`src/rtl/divshift_pkg.sv`:
```
// package: constants and carrier types for the integer divide and shift unit
// Operation
// - divider handles 32/16 and 16/16, signed and unsigned
// - quotient goes to quotient register, remainder to remainder register, always
// - divisor comes from any working register named by the instruction
// - 32-bit dividend from aligned pair, odd register upper, even lower
// - one cycle per divisor bit, same cycle count for both sizes
// - single-bit and multi-bit shifts each finish in one cycle
// - shift amounts up to 15 for right and left shifts
// - shifts read and write working registers only, never memory
// - arithmetic right shift replicates sign bit into upper positions
// - logical right shift fills upper positions with zeros
// - left shift fills lower positions with zeros
package divshift_pkg;

  localparam int unsigned DATA_W      = 16;
  localparam int unsigned REG_IDX_W   = 4;
  localparam int unsigned SHAMT_W     = 4;
  localparam int unsigned DIV_CYCLES  = 16;
  localparam int unsigned CNT_W       = 5;
  localparam logic [3:0]  QUOT_REG    = 4'h0;
  localparam logic [3:0]  REM_REG     = 4'h1;

  typedef enum logic [1:0] {
    SHIFT_ARITH_RIGHT,
    SHIFT_LOGIC_RIGHT,
    SHIFT_LEFT
  } shift_op_e;

  // divide request as issued by the sequencer
  typedef struct packed {
    logic                 wide;
    logic                 signed_op;
    logic [REG_IDX_W-1:0] dividend_reg;
    logic [REG_IDX_W-1:0] divisor_source_register;
  } div_req_s;

  // shift request; dest is always a working register
  typedef struct packed {
    shift_op_e            op;
    logic [SHAMT_W-1:0]   amount;
    logic [REG_IDX_W-1:0] src_reg;
    logic [REG_IDX_W-1:0] dst_reg;
  } shift_req_s;

  // register file write port
  typedef struct packed {
    logic                 en;
    logic [REG_IDX_W-1:0] idx;
    logic [DATA_W-1:0]    data;
  } wr_port_s;

endpackage

```
`src/rtl/barrel_shifter.sv`:
```
// barrel shifter: one-cycle single and multi-bit shifts
`timescale 1ns/1ps
`default_nettype none
module barrel_shifter #(
  parameter int unsigned WIDTH = 16
) (
  input  wire logic [WIDTH-1:0]          operand,
  input  wire logic [3:0]                amount,
  input  wire divshift_pkg::shift_op_e   op,
  output logic      [WIDTH-1:0]          result
);

  always_comb begin
    unique case (op)
      divshift_pkg::SHIFT_ARITH_RIGHT: result = $signed(operand) >>> amount;
      divshift_pkg::SHIFT_LOGIC_RIGHT: result = operand >> amount;
      divshift_pkg::SHIFT_LEFT:        result = operand << amount;
      default:                         result = operand;
    endcase
  end

endmodule // barrel_shifter
`default_nettype wire

```
`src/rtl/divide_shift_unit.sv`:
```
// integer divide and shift unit with its own working register file
`timescale 1ns/1ps
`default_nettype none
module divide_shift_unit #(
  parameter int unsigned NUM_REGS = 16
) (
  input  wire logic                              core_clk,
  input  wire logic                              reset_n,
  input  wire logic                              div_start,
  input  wire divshift_pkg::div_req_s            div_req,
  output logic                                   div_busy,
  output logic                                   div_done,
  output logic                                   div_by_zero,
  input  wire logic                              shift_start,
  input  wire divshift_pkg::shift_req_s          shift_req,
  output logic                                   shift_done,
  input  wire divshift_pkg::wr_port_s            seq_wr,
  input  wire logic [divshift_pkg::REG_IDX_W-1:0] rd_idx,
  output logic      [divshift_pkg::DATA_W-1:0]    rd_data
);

  localparam int unsigned W = divshift_pkg::DATA_W;

  typedef enum logic [1:0] {IDLE, ITER, FIX, WRITE} div_state_e;

  logic [W-1:0] regs_q [NUM_REGS];

  div_state_e                     state_q;
  logic [31:0]                    num_q;      // lower half of dividend magnitude, shifts out into remainder
  logic [W:0]                     rem_q;
  logic [W-1:0]                   dvs_q;
  logic [W-1:0]                   quo_q;
  logic [divshift_pkg::CNT_W-1:0] cnt_q;
  logic                           neg_q_q;
  logic                           neg_r_q;
  logic                           zero_q;
  logic                           div_take;   // divide accepted at this edge
  logic                           div_last;   // final restoring step
  logic                           div_write;  // results land in the register file

  // two's complement negate, kept to the data width
  function automatic logic [W-1:0] neg16(input logic [W-1:0] v);
    neg16 = W'(-v);
  endfunction

  // magnitude of a word that may be signed
  function automatic logic [W-1:0] mag16(input logic [W-1:0] v, input logic s);
    mag16 = (s && v[W-1]) ? neg16(v) : v;
  endfunction

  //////////////////////////////////////////////////////////////////////////////
  // operand fetch

  logic [31:0] dividend_raw;
  logic [W-1:0] divisor_raw;
  logic [31:0] dividend_mag;
  logic        dividend_neg;
  logic [divshift_pkg::REG_IDX_W-1:0] even_idx;

  always_comb begin
    even_idx    = {div_req.dividend_reg[divshift_pkg::REG_IDX_W-1:1], 1'b0};
    divisor_raw = regs_q[div_req.divisor_source_register];
    if (div_req.wide) begin
      dividend_raw = {regs_q[even_idx | 4'h1], regs_q[even_idx]};
    end else begin
      dividend_raw = div_req.signed_op ?
                     {{W{regs_q[div_req.dividend_reg][W-1]}}, regs_q[div_req.dividend_reg]} :
                     {16'h0000, regs_q[div_req.dividend_reg]};
    end
    dividend_neg = div_req.signed_op && dividend_raw[31];
    dividend_mag = dividend_neg ? 32'(-dividend_raw) : dividend_raw;
  end

  //////////////////////////////////////////////////////////////////////////////
  // divider control
  // restoring divide: the upper half is preloaded into the remainder so only
  // 16 steps remain, which keeps 32/16 and 16/16 at the same latency; the
  // price is that a quotient wider than 16 bits silently gives a wrong quotient and remainder

  logic [W:0] trial;
  logic [W:0] shifted;
  logic       trial_fits;

  always_comb begin
    shifted    = {rem_q[W-1:0], num_q[31]};
    trial      = shifted - {1'b0, dvs_q};
    // a set top remainder bit means the shifted value exceeds any divisor
    trial_fits = !trial[W] || rem_q[W-1];
    div_take   = div_start && (state_q == IDLE);
    div_last   = (state_q == ITER) && (cnt_q == divshift_pkg::CNT_W'(1));
    div_write  = (state_q == WRITE);
  end

  // sequencing: idle, sixteen steps, sign fix, then result write
  always_ff @(posedge core_clk) begin
    if (!reset_n) begin
      state_q <= IDLE;
    end else begin
      unique case (state_q)
        IDLE: begin
          if (div_take) begin
            state_q <= ITER;
          end
        end
        ITER: begin
          if (div_last) begin
            state_q <= FIX;
          end
        end
        FIX: begin
          state_q <= WRITE;
        end
        WRITE: begin
          state_q <= IDLE;
        end
      endcase
    end
  end

  // one step per divisor bit, whatever the dividend width
  always_ff @(posedge core_clk) begin
    if (!reset_n) begin
      cnt_q <= '0;
    end else if (div_take) begin
      cnt_q <= divshift_pkg::CNT_W'(divshift_pkg::DIV_CYCLES);
    end else if (state_q == ITER) begin
      cnt_q <= cnt_q - 1'b1;
    end
  end

  // divisor and signs are captured once, so a register write during the
  // divide cannot disturb it
  always_ff @(posedge core_clk) begin
    if (!reset_n) begin
      dvs_q   <= '0;
      zero_q  <= 1'b0;
      neg_r_q <= 1'b0;
      neg_q_q <= 1'b0;
    end else if (div_take) begin
      dvs_q   <= mag16(divisor_raw, div_req.signed_op);
      zero_q  <= (divisor_raw == 16'h0000);
      neg_r_q <= dividend_neg;
      neg_q_q <= dividend_neg ^ (div_req.signed_op && divisor_raw[W-1]);
    end
  end

  // lower dividend half, fed one bit per step into the remainder
  always_ff @(posedge core_clk) begin
    if (!reset_n) begin
      num_q <= 32'h0000_0000;
    end else if (div_take) begin
      num_q <= {dividend_mag[15:0], 16'h0000};
    end else if (state_q == ITER) begin
      num_q <= {num_q[30:0], 1'b0};
    end
  end

  always_ff @(posedge core_clk) begin
    if (!reset_n) begin
      rem_q <= '0;
    end else if (div_take) begin
      rem_q <= {1'b0, dividend_mag[31:16]};
    end else if (state_q == ITER) begin
      rem_q <= trial_fits ? {1'b0, trial[W-1:0]} : {1'b0, shifted[W-1:0]};
    end else if (state_q == FIX && neg_r_q) begin
      rem_q <= {1'b0, neg16(rem_q[W-1:0])};
    end
  end

  always_ff @(posedge core_clk) begin
    if (!reset_n) begin
      quo_q <= '0;
    end else if (div_take) begin
      quo_q <= '0;
    end else if (state_q == ITER) begin
      quo_q <= {quo_q[W-2:0], trial_fits};
    end else if (state_q == FIX && neg_q_q) begin
      quo_q <= neg16(quo_q);
    end
  end

  always_comb begin
    div_busy = (state_q != IDLE);
    div_done = div_write;
  end

  always_ff @(posedge core_clk) begin
    if (!reset_n) begin
      div_by_zero <= 1'b0;
    end else if (div_write) begin
      div_by_zero <= zero_q;
    end
  end

  //////////////////////////////////////////////////////////////////////////////
  // shifter

  logic [W-1:0] shift_res;

  barrel_shifter #(
    .WIDTH (W)
  ) u_shifter (
    .operand (regs_q[shift_req.src_reg]),
    .amount  (shift_req.amount),
    .op      (shift_req.op),
    .result  (shift_res)
  );

  // shift is refused while a divide owns the result registers
  logic shift_go;
  assign shift_go = shift_start && (state_q == IDLE) && !div_start;

  always_ff @(posedge core_clk) begin
    if (!reset_n) begin
      shift_done <= 1'b0;
    end else begin
      shift_done <= shift_go;
    end
  end

  //////////////////////////////////////////////////////////////////////////////
  // working register file
  // four writers; the unit's own results are applied last so they win over
  // a sequencer write to the same index in the same cycle

  divshift_pkg::wr_port_s shift_wr;
  divshift_pkg::wr_port_s quot_wr;
  divshift_pkg::wr_port_s rem_wr;

  always_comb begin
    shift_wr.en   = shift_go;
    shift_wr.idx  = shift_req.dst_reg;
    shift_wr.data = shift_res;
    quot_wr.en    = div_write;
    quot_wr.idx   = divshift_pkg::QUOT_REG;
    quot_wr.data  = quo_q;
    rem_wr.en     = div_write;
    rem_wr.idx    = divshift_pkg::REM_REG;
    rem_wr.data   = rem_q[W-1:0];
  end

  always_ff @(posedge core_clk) begin
    if (!reset_n) begin
      for (int i = 0; i < NUM_REGS; i++) begin
        regs_q[i] <= '0;
      end
    end else begin
      if (seq_wr.en) begin
        regs_q[seq_wr.idx] <= seq_wr.data;
      end
      if (shift_wr.en) begin
        regs_q[shift_wr.idx] <= shift_wr.data;
      end
      if (quot_wr.en) begin
        regs_q[quot_wr.idx] <= quot_wr.data;
      end
      if (rem_wr.en) begin
        regs_q[rem_wr.idx] <= rem_wr.data;
      end
    end
  end

  always_ff @(posedge core_clk) begin
    if (!reset_n) begin
      rd_data <= '0;
    end else begin
      rd_data <= regs_q[rd_idx];
    end
  end

endmodule // divide_shift_unit
`default_nettype wire

```
`config.mk`:
```
export PLATFORM = sky130hd
export DESIGN_NAME = divide_shift_unit
export DESIGN_NICKNAME = d
export VERILOG_FILES = /design/src/rtl/divshift_pkg.sv /design/src/rtl/barrel_shifter.sv /design/src/rtl/divide_shift_unit.sv
export SDC_FILE = /design/constraint.sdc
export NUM_CORES = 1
export LEC_CHECK = 0
export BUFFER_PORTS_ARGS = -buffer_cell sky130_fd_sc_hd__buf_2
export CORE_ASPECT_RATIO = 1.75
export CORE_MARGIN = 2
export CORE_UTILIZATION = 40
export DETAILED_ROUTE_END_ITERATION = 10
export GPL_ROUTABILITY_DRIVEN = 0
export SETUP_SLACK_MARGIN = 0.2
export SYNTH_ARGS = -nofsm -noshare
export SYNTH_HDL_FRONTEND = slang
export SYNTH_HIERARCHICAL = 1
export SYNTH_SLANG_ARGS = --single-unit
```
`constraint.sdc`:
```
create_clock -name core_clk -period 4.81 [get_ports core_clk]
set_input_delay 0.2405 -clock core_clk [delete_from_list [all_inputs] [get_ports core_clk]]
set_output_delay 0.2405 -clock core_clk [all_outputs]
set_load 0.05 [all_outputs]
```
==> key figures <==
Power
  • Clock power frac: 0.271
  • Internal: approximately 7200 µW
  • Switch Pwr: 4660 µW
  • Pleak: ~0.011 µW
  • Peak supply drop: between 200 and 250 µV
  • Switching Fraction: 0.395
  • Total power: between 10,000 and 15,000 µW
  • Logic pwr share: 0.389
  • Pwr per Cell Area: approximately 370 mW/mm²
  • Reg power frac: 0.339

CTS
  • Setup Buffers After CTS: 0
  • CTS tree: built
  • CTS Sinks: 348
  • Clock buffer depth: 3
  • Post-CTS Hold Fix Bufs: 0
  • Root Driver: clkbuf_16
  • H-Tree Depth: 2
  • Post-cts sizing count: 0
  • Cts bufs inserted: 36
  • Worst skew pair latency: around 580 ps
  • CTS clk-pin slew, worst paths: about 70 ps

Timing
  • Peak Freq: around 220 MHz
  • Setup TNS Final: 0 ps
  • Count of final setup violators: 0
  • Minimum clock period after layout: 4500 ps
  • Unrepaired setup endpoints after global routing: false
  • Slew headroom: 0.175
  • Final Max Tran Viols: 0
  • Hold Vio Cnt, Final: 0
  • Worst Max-Slew Pin Slew: about 1200 ps
  • Period utilization: 0.935
  • Fin Clk Skew: just over 20 ps

Logic synthesis
  • Multiplexer area fraction after synthesis: 0.322
  • Post-synth cell types: slightly above 90
  • Adder-cell share of the synthesized area: 0.0122
  • Complex-gate fraction of the synthesized area: 0.142
  • Largest family of logic cells by synthesized area: multiplexers
  • Simple-gate portion of the synthesized area: 0.126
  • Sequential fraction of the synthesis area: 0.326
  • Leading area contributor after synthesis: mux4_2
  • Yosys top cell area share: 0.277
  • Seq cells post-synth: between 300 and 400
  • Gate count of the mapped netlist: between 2,000 and 3,000
  • Syn Area/Cell: around 11 µm²
  • Ys Warns: 6
  • Main flop type after synthesis: edfxtp_1
  • Synth Cell Area: ~0.029 mm²
  • Number of flops mapped to enable cells by yosys: roughly 260
  • Xor-xnor portion of the synthesized cell area: 0.0180
  • Syn Nets: about 2,800
  • Top cells by area, synth: mux4_2 (28%), edfxtp_1 (26%), dfxtp_1 (6.3%), nand2_1 (5.4%), o21ai_0 (4.0%)
  • Ys async rst share: 0

Global route
  • Largest net degree at the start of global routing: just under 70
  • Antenna violations before repair: 8
  • Global-route wire length before repair: ~170,000 µm
  • Total GRT Usage: 0.312
  • Vias in the first global route: about 25,000
  • Grt ovf: 0

Detailed routing
  • Starting DRT DRC Count: 3,279
  • DRC violations left: 0
  • Drt pass-1 iters: 6
  • Routed WL: approximately 120,000 µm
  • Post-DR wirelength/cell: around 33 µm
  • DR vias: approximately 25,000
  • Vias/cell: 7.08
  • Routed Antenna Nets: 0

Critical path
  • Critical path launch point type: flop
  • Crit Path Max Fanout: 9
  • WS Path Type: reg -> reg
  • CP required: 5320 ps
  • Worst EP arrival: 5010 ps
  • Crit path capture type: flop

Layout
  • Commonest non-fill, non-tap cell in the layout: nand2_1
  • Fin nets: ~2,700
  • Highest-count cells in the layout ignoring fill and taps: nand2_1 (422), mux4_2 (360), edfxtp_1 (256)
  • FILL cells: approximately 6,700
  • FF+latch area: between 0.009 and 0.01 mm²
  • Post-layout util: 0.436
  • Layout cell share with drive strength beyond 1: 0.256
  • Area Overhead vs Synth: 8.29%
  • Multi-input logic area: 0.0183 mm²

Flow run
  • Maxcap violations: 0

Die
  • DIE AREA: 0.0754 mm²
  • Core Rows: ~130
  • Core area: around 0.073 mm²
  • Initial cell density of the core: 0.403
  • Chip width: ~210 µm
  • IO Pins: 73
  • Die Y-Extent: roughly 360 µm

Run status
  • Outcome: complete, no violations

Placed design
  • I/O Buffers: between 70 and 80
  • Post-DP HPWL: 88,400 µm

Hold path
  • Worst Hold Class: in -> reg
-- power groups by stage --
stage / clock network [µW] / logic (µW) / registers [µW]
6_report: 3210 / 4600 / 4010
5_1_grt: 3320 / 4900 / 4030
4_1_cts: 3230 / 4490 / 3970
3_5_place_dp: 0 / 4470 / 4030
3_3_place_gp: 0 / 4360 / 4010
2_1_floorplan: 0 / 3250 / 3850
-- path summary, 6_finish.rpt --
check                           depth (start not counted)         end    startpoint  slack (ps)
worst min-delay path                                    2  shift_done   shift_start         170
worst min register to register                          2      zero_q        zero_q         470
worst max-delay path                                    9   rem_q[12]  regs_q[5][1]         310
worst max register to register                          9   rem_q[12]  regs_q[5][1]         310
-- per-layer routing --
metal,vias to the layer above,GRT usage,part of all wire
met3,606,0.0684,0.10
met5,-,0,0.00055
met4,10,0.258,0.099
li1,10400,-,-
met2,2015,0.527,0.49
met1,12400,0.333,0.31
-- synth_stat cells (33+ instances only) --
master    instances
nand2_1         422
mux4_2          360
edfxtp_1        256
o21ai_0         234
clkbuf_1        177
nor2_1          151
a22o_1          100
dfxtp_1          92
mux2i_1          92
a21oi_1          72
buf_1            60
o22ai_1          44
inv_1            40
a22oi_1          36
nand3_1          35
and2_1           33
-- worst max-delay path, cell delays in order, from the launching register on --
cell and delay (ps):
edfxtp_1 480, mux4_2 510, mux2i_1 710, a21boi_0 570
a21oi_1 750, and4_1 530, and4bb_2 360, nor4b_1 310
o21ai_0 130, nand3_1 90
-- per-stage QoR --
step / instance area (µm²) / cells / setup WS [ps] / hold slack, ps
after global routing: 31700 / 3590 / 331 / 195
after global placement: 30400 / 3522 / 686 / 450
after detailed placement: 30400 / 3522 / 618 / 458
final: 31700 / 3593 / 311 / 173
after floorplan: 29200 / 2709 / 656 / 432
after CTS: 31700 / 3588 / 859 / 148
-- sequential cells by signal, indices dropped and copies added, names as in the netlist, 2 cells and up --
register  flops
rd_data      16
cnt_q         5
regs_q      256
rem_q        16
num_q        16
state_q       2
quo_q        16
dvs_q        16
-- layout make-up --
| class | count | area share |
|---|---|---|
| inverter | 43 | 0.00510 |
| clock inverter | 20 | 0.00928 |
| timing repair buffer | 181 | 0.0393 |
| multi-input combinational | 2019 | 0.577 |
| sequential | 348 | 0.301 |
| antenna | 5 | 0.000395 |
| clock buffer | 46 | 0.0318 |
| tap | 931 | 0.0368 |
-- kinds of logic after synthesis --
| family | Yosys count |
|---|---|
| AND/OR/NAND/NOR | 813 |
| XOR/XNOR | 60 |
| buffers and inverters | 342 |
| AO/OA/AOI/OAI | 634 |
| adder cells (fa/ha/maj) | 28 |
| multiplexers | 484 |
| flip-flops | 348 |
Note: power is estimated with default switching activity, not from simulation.
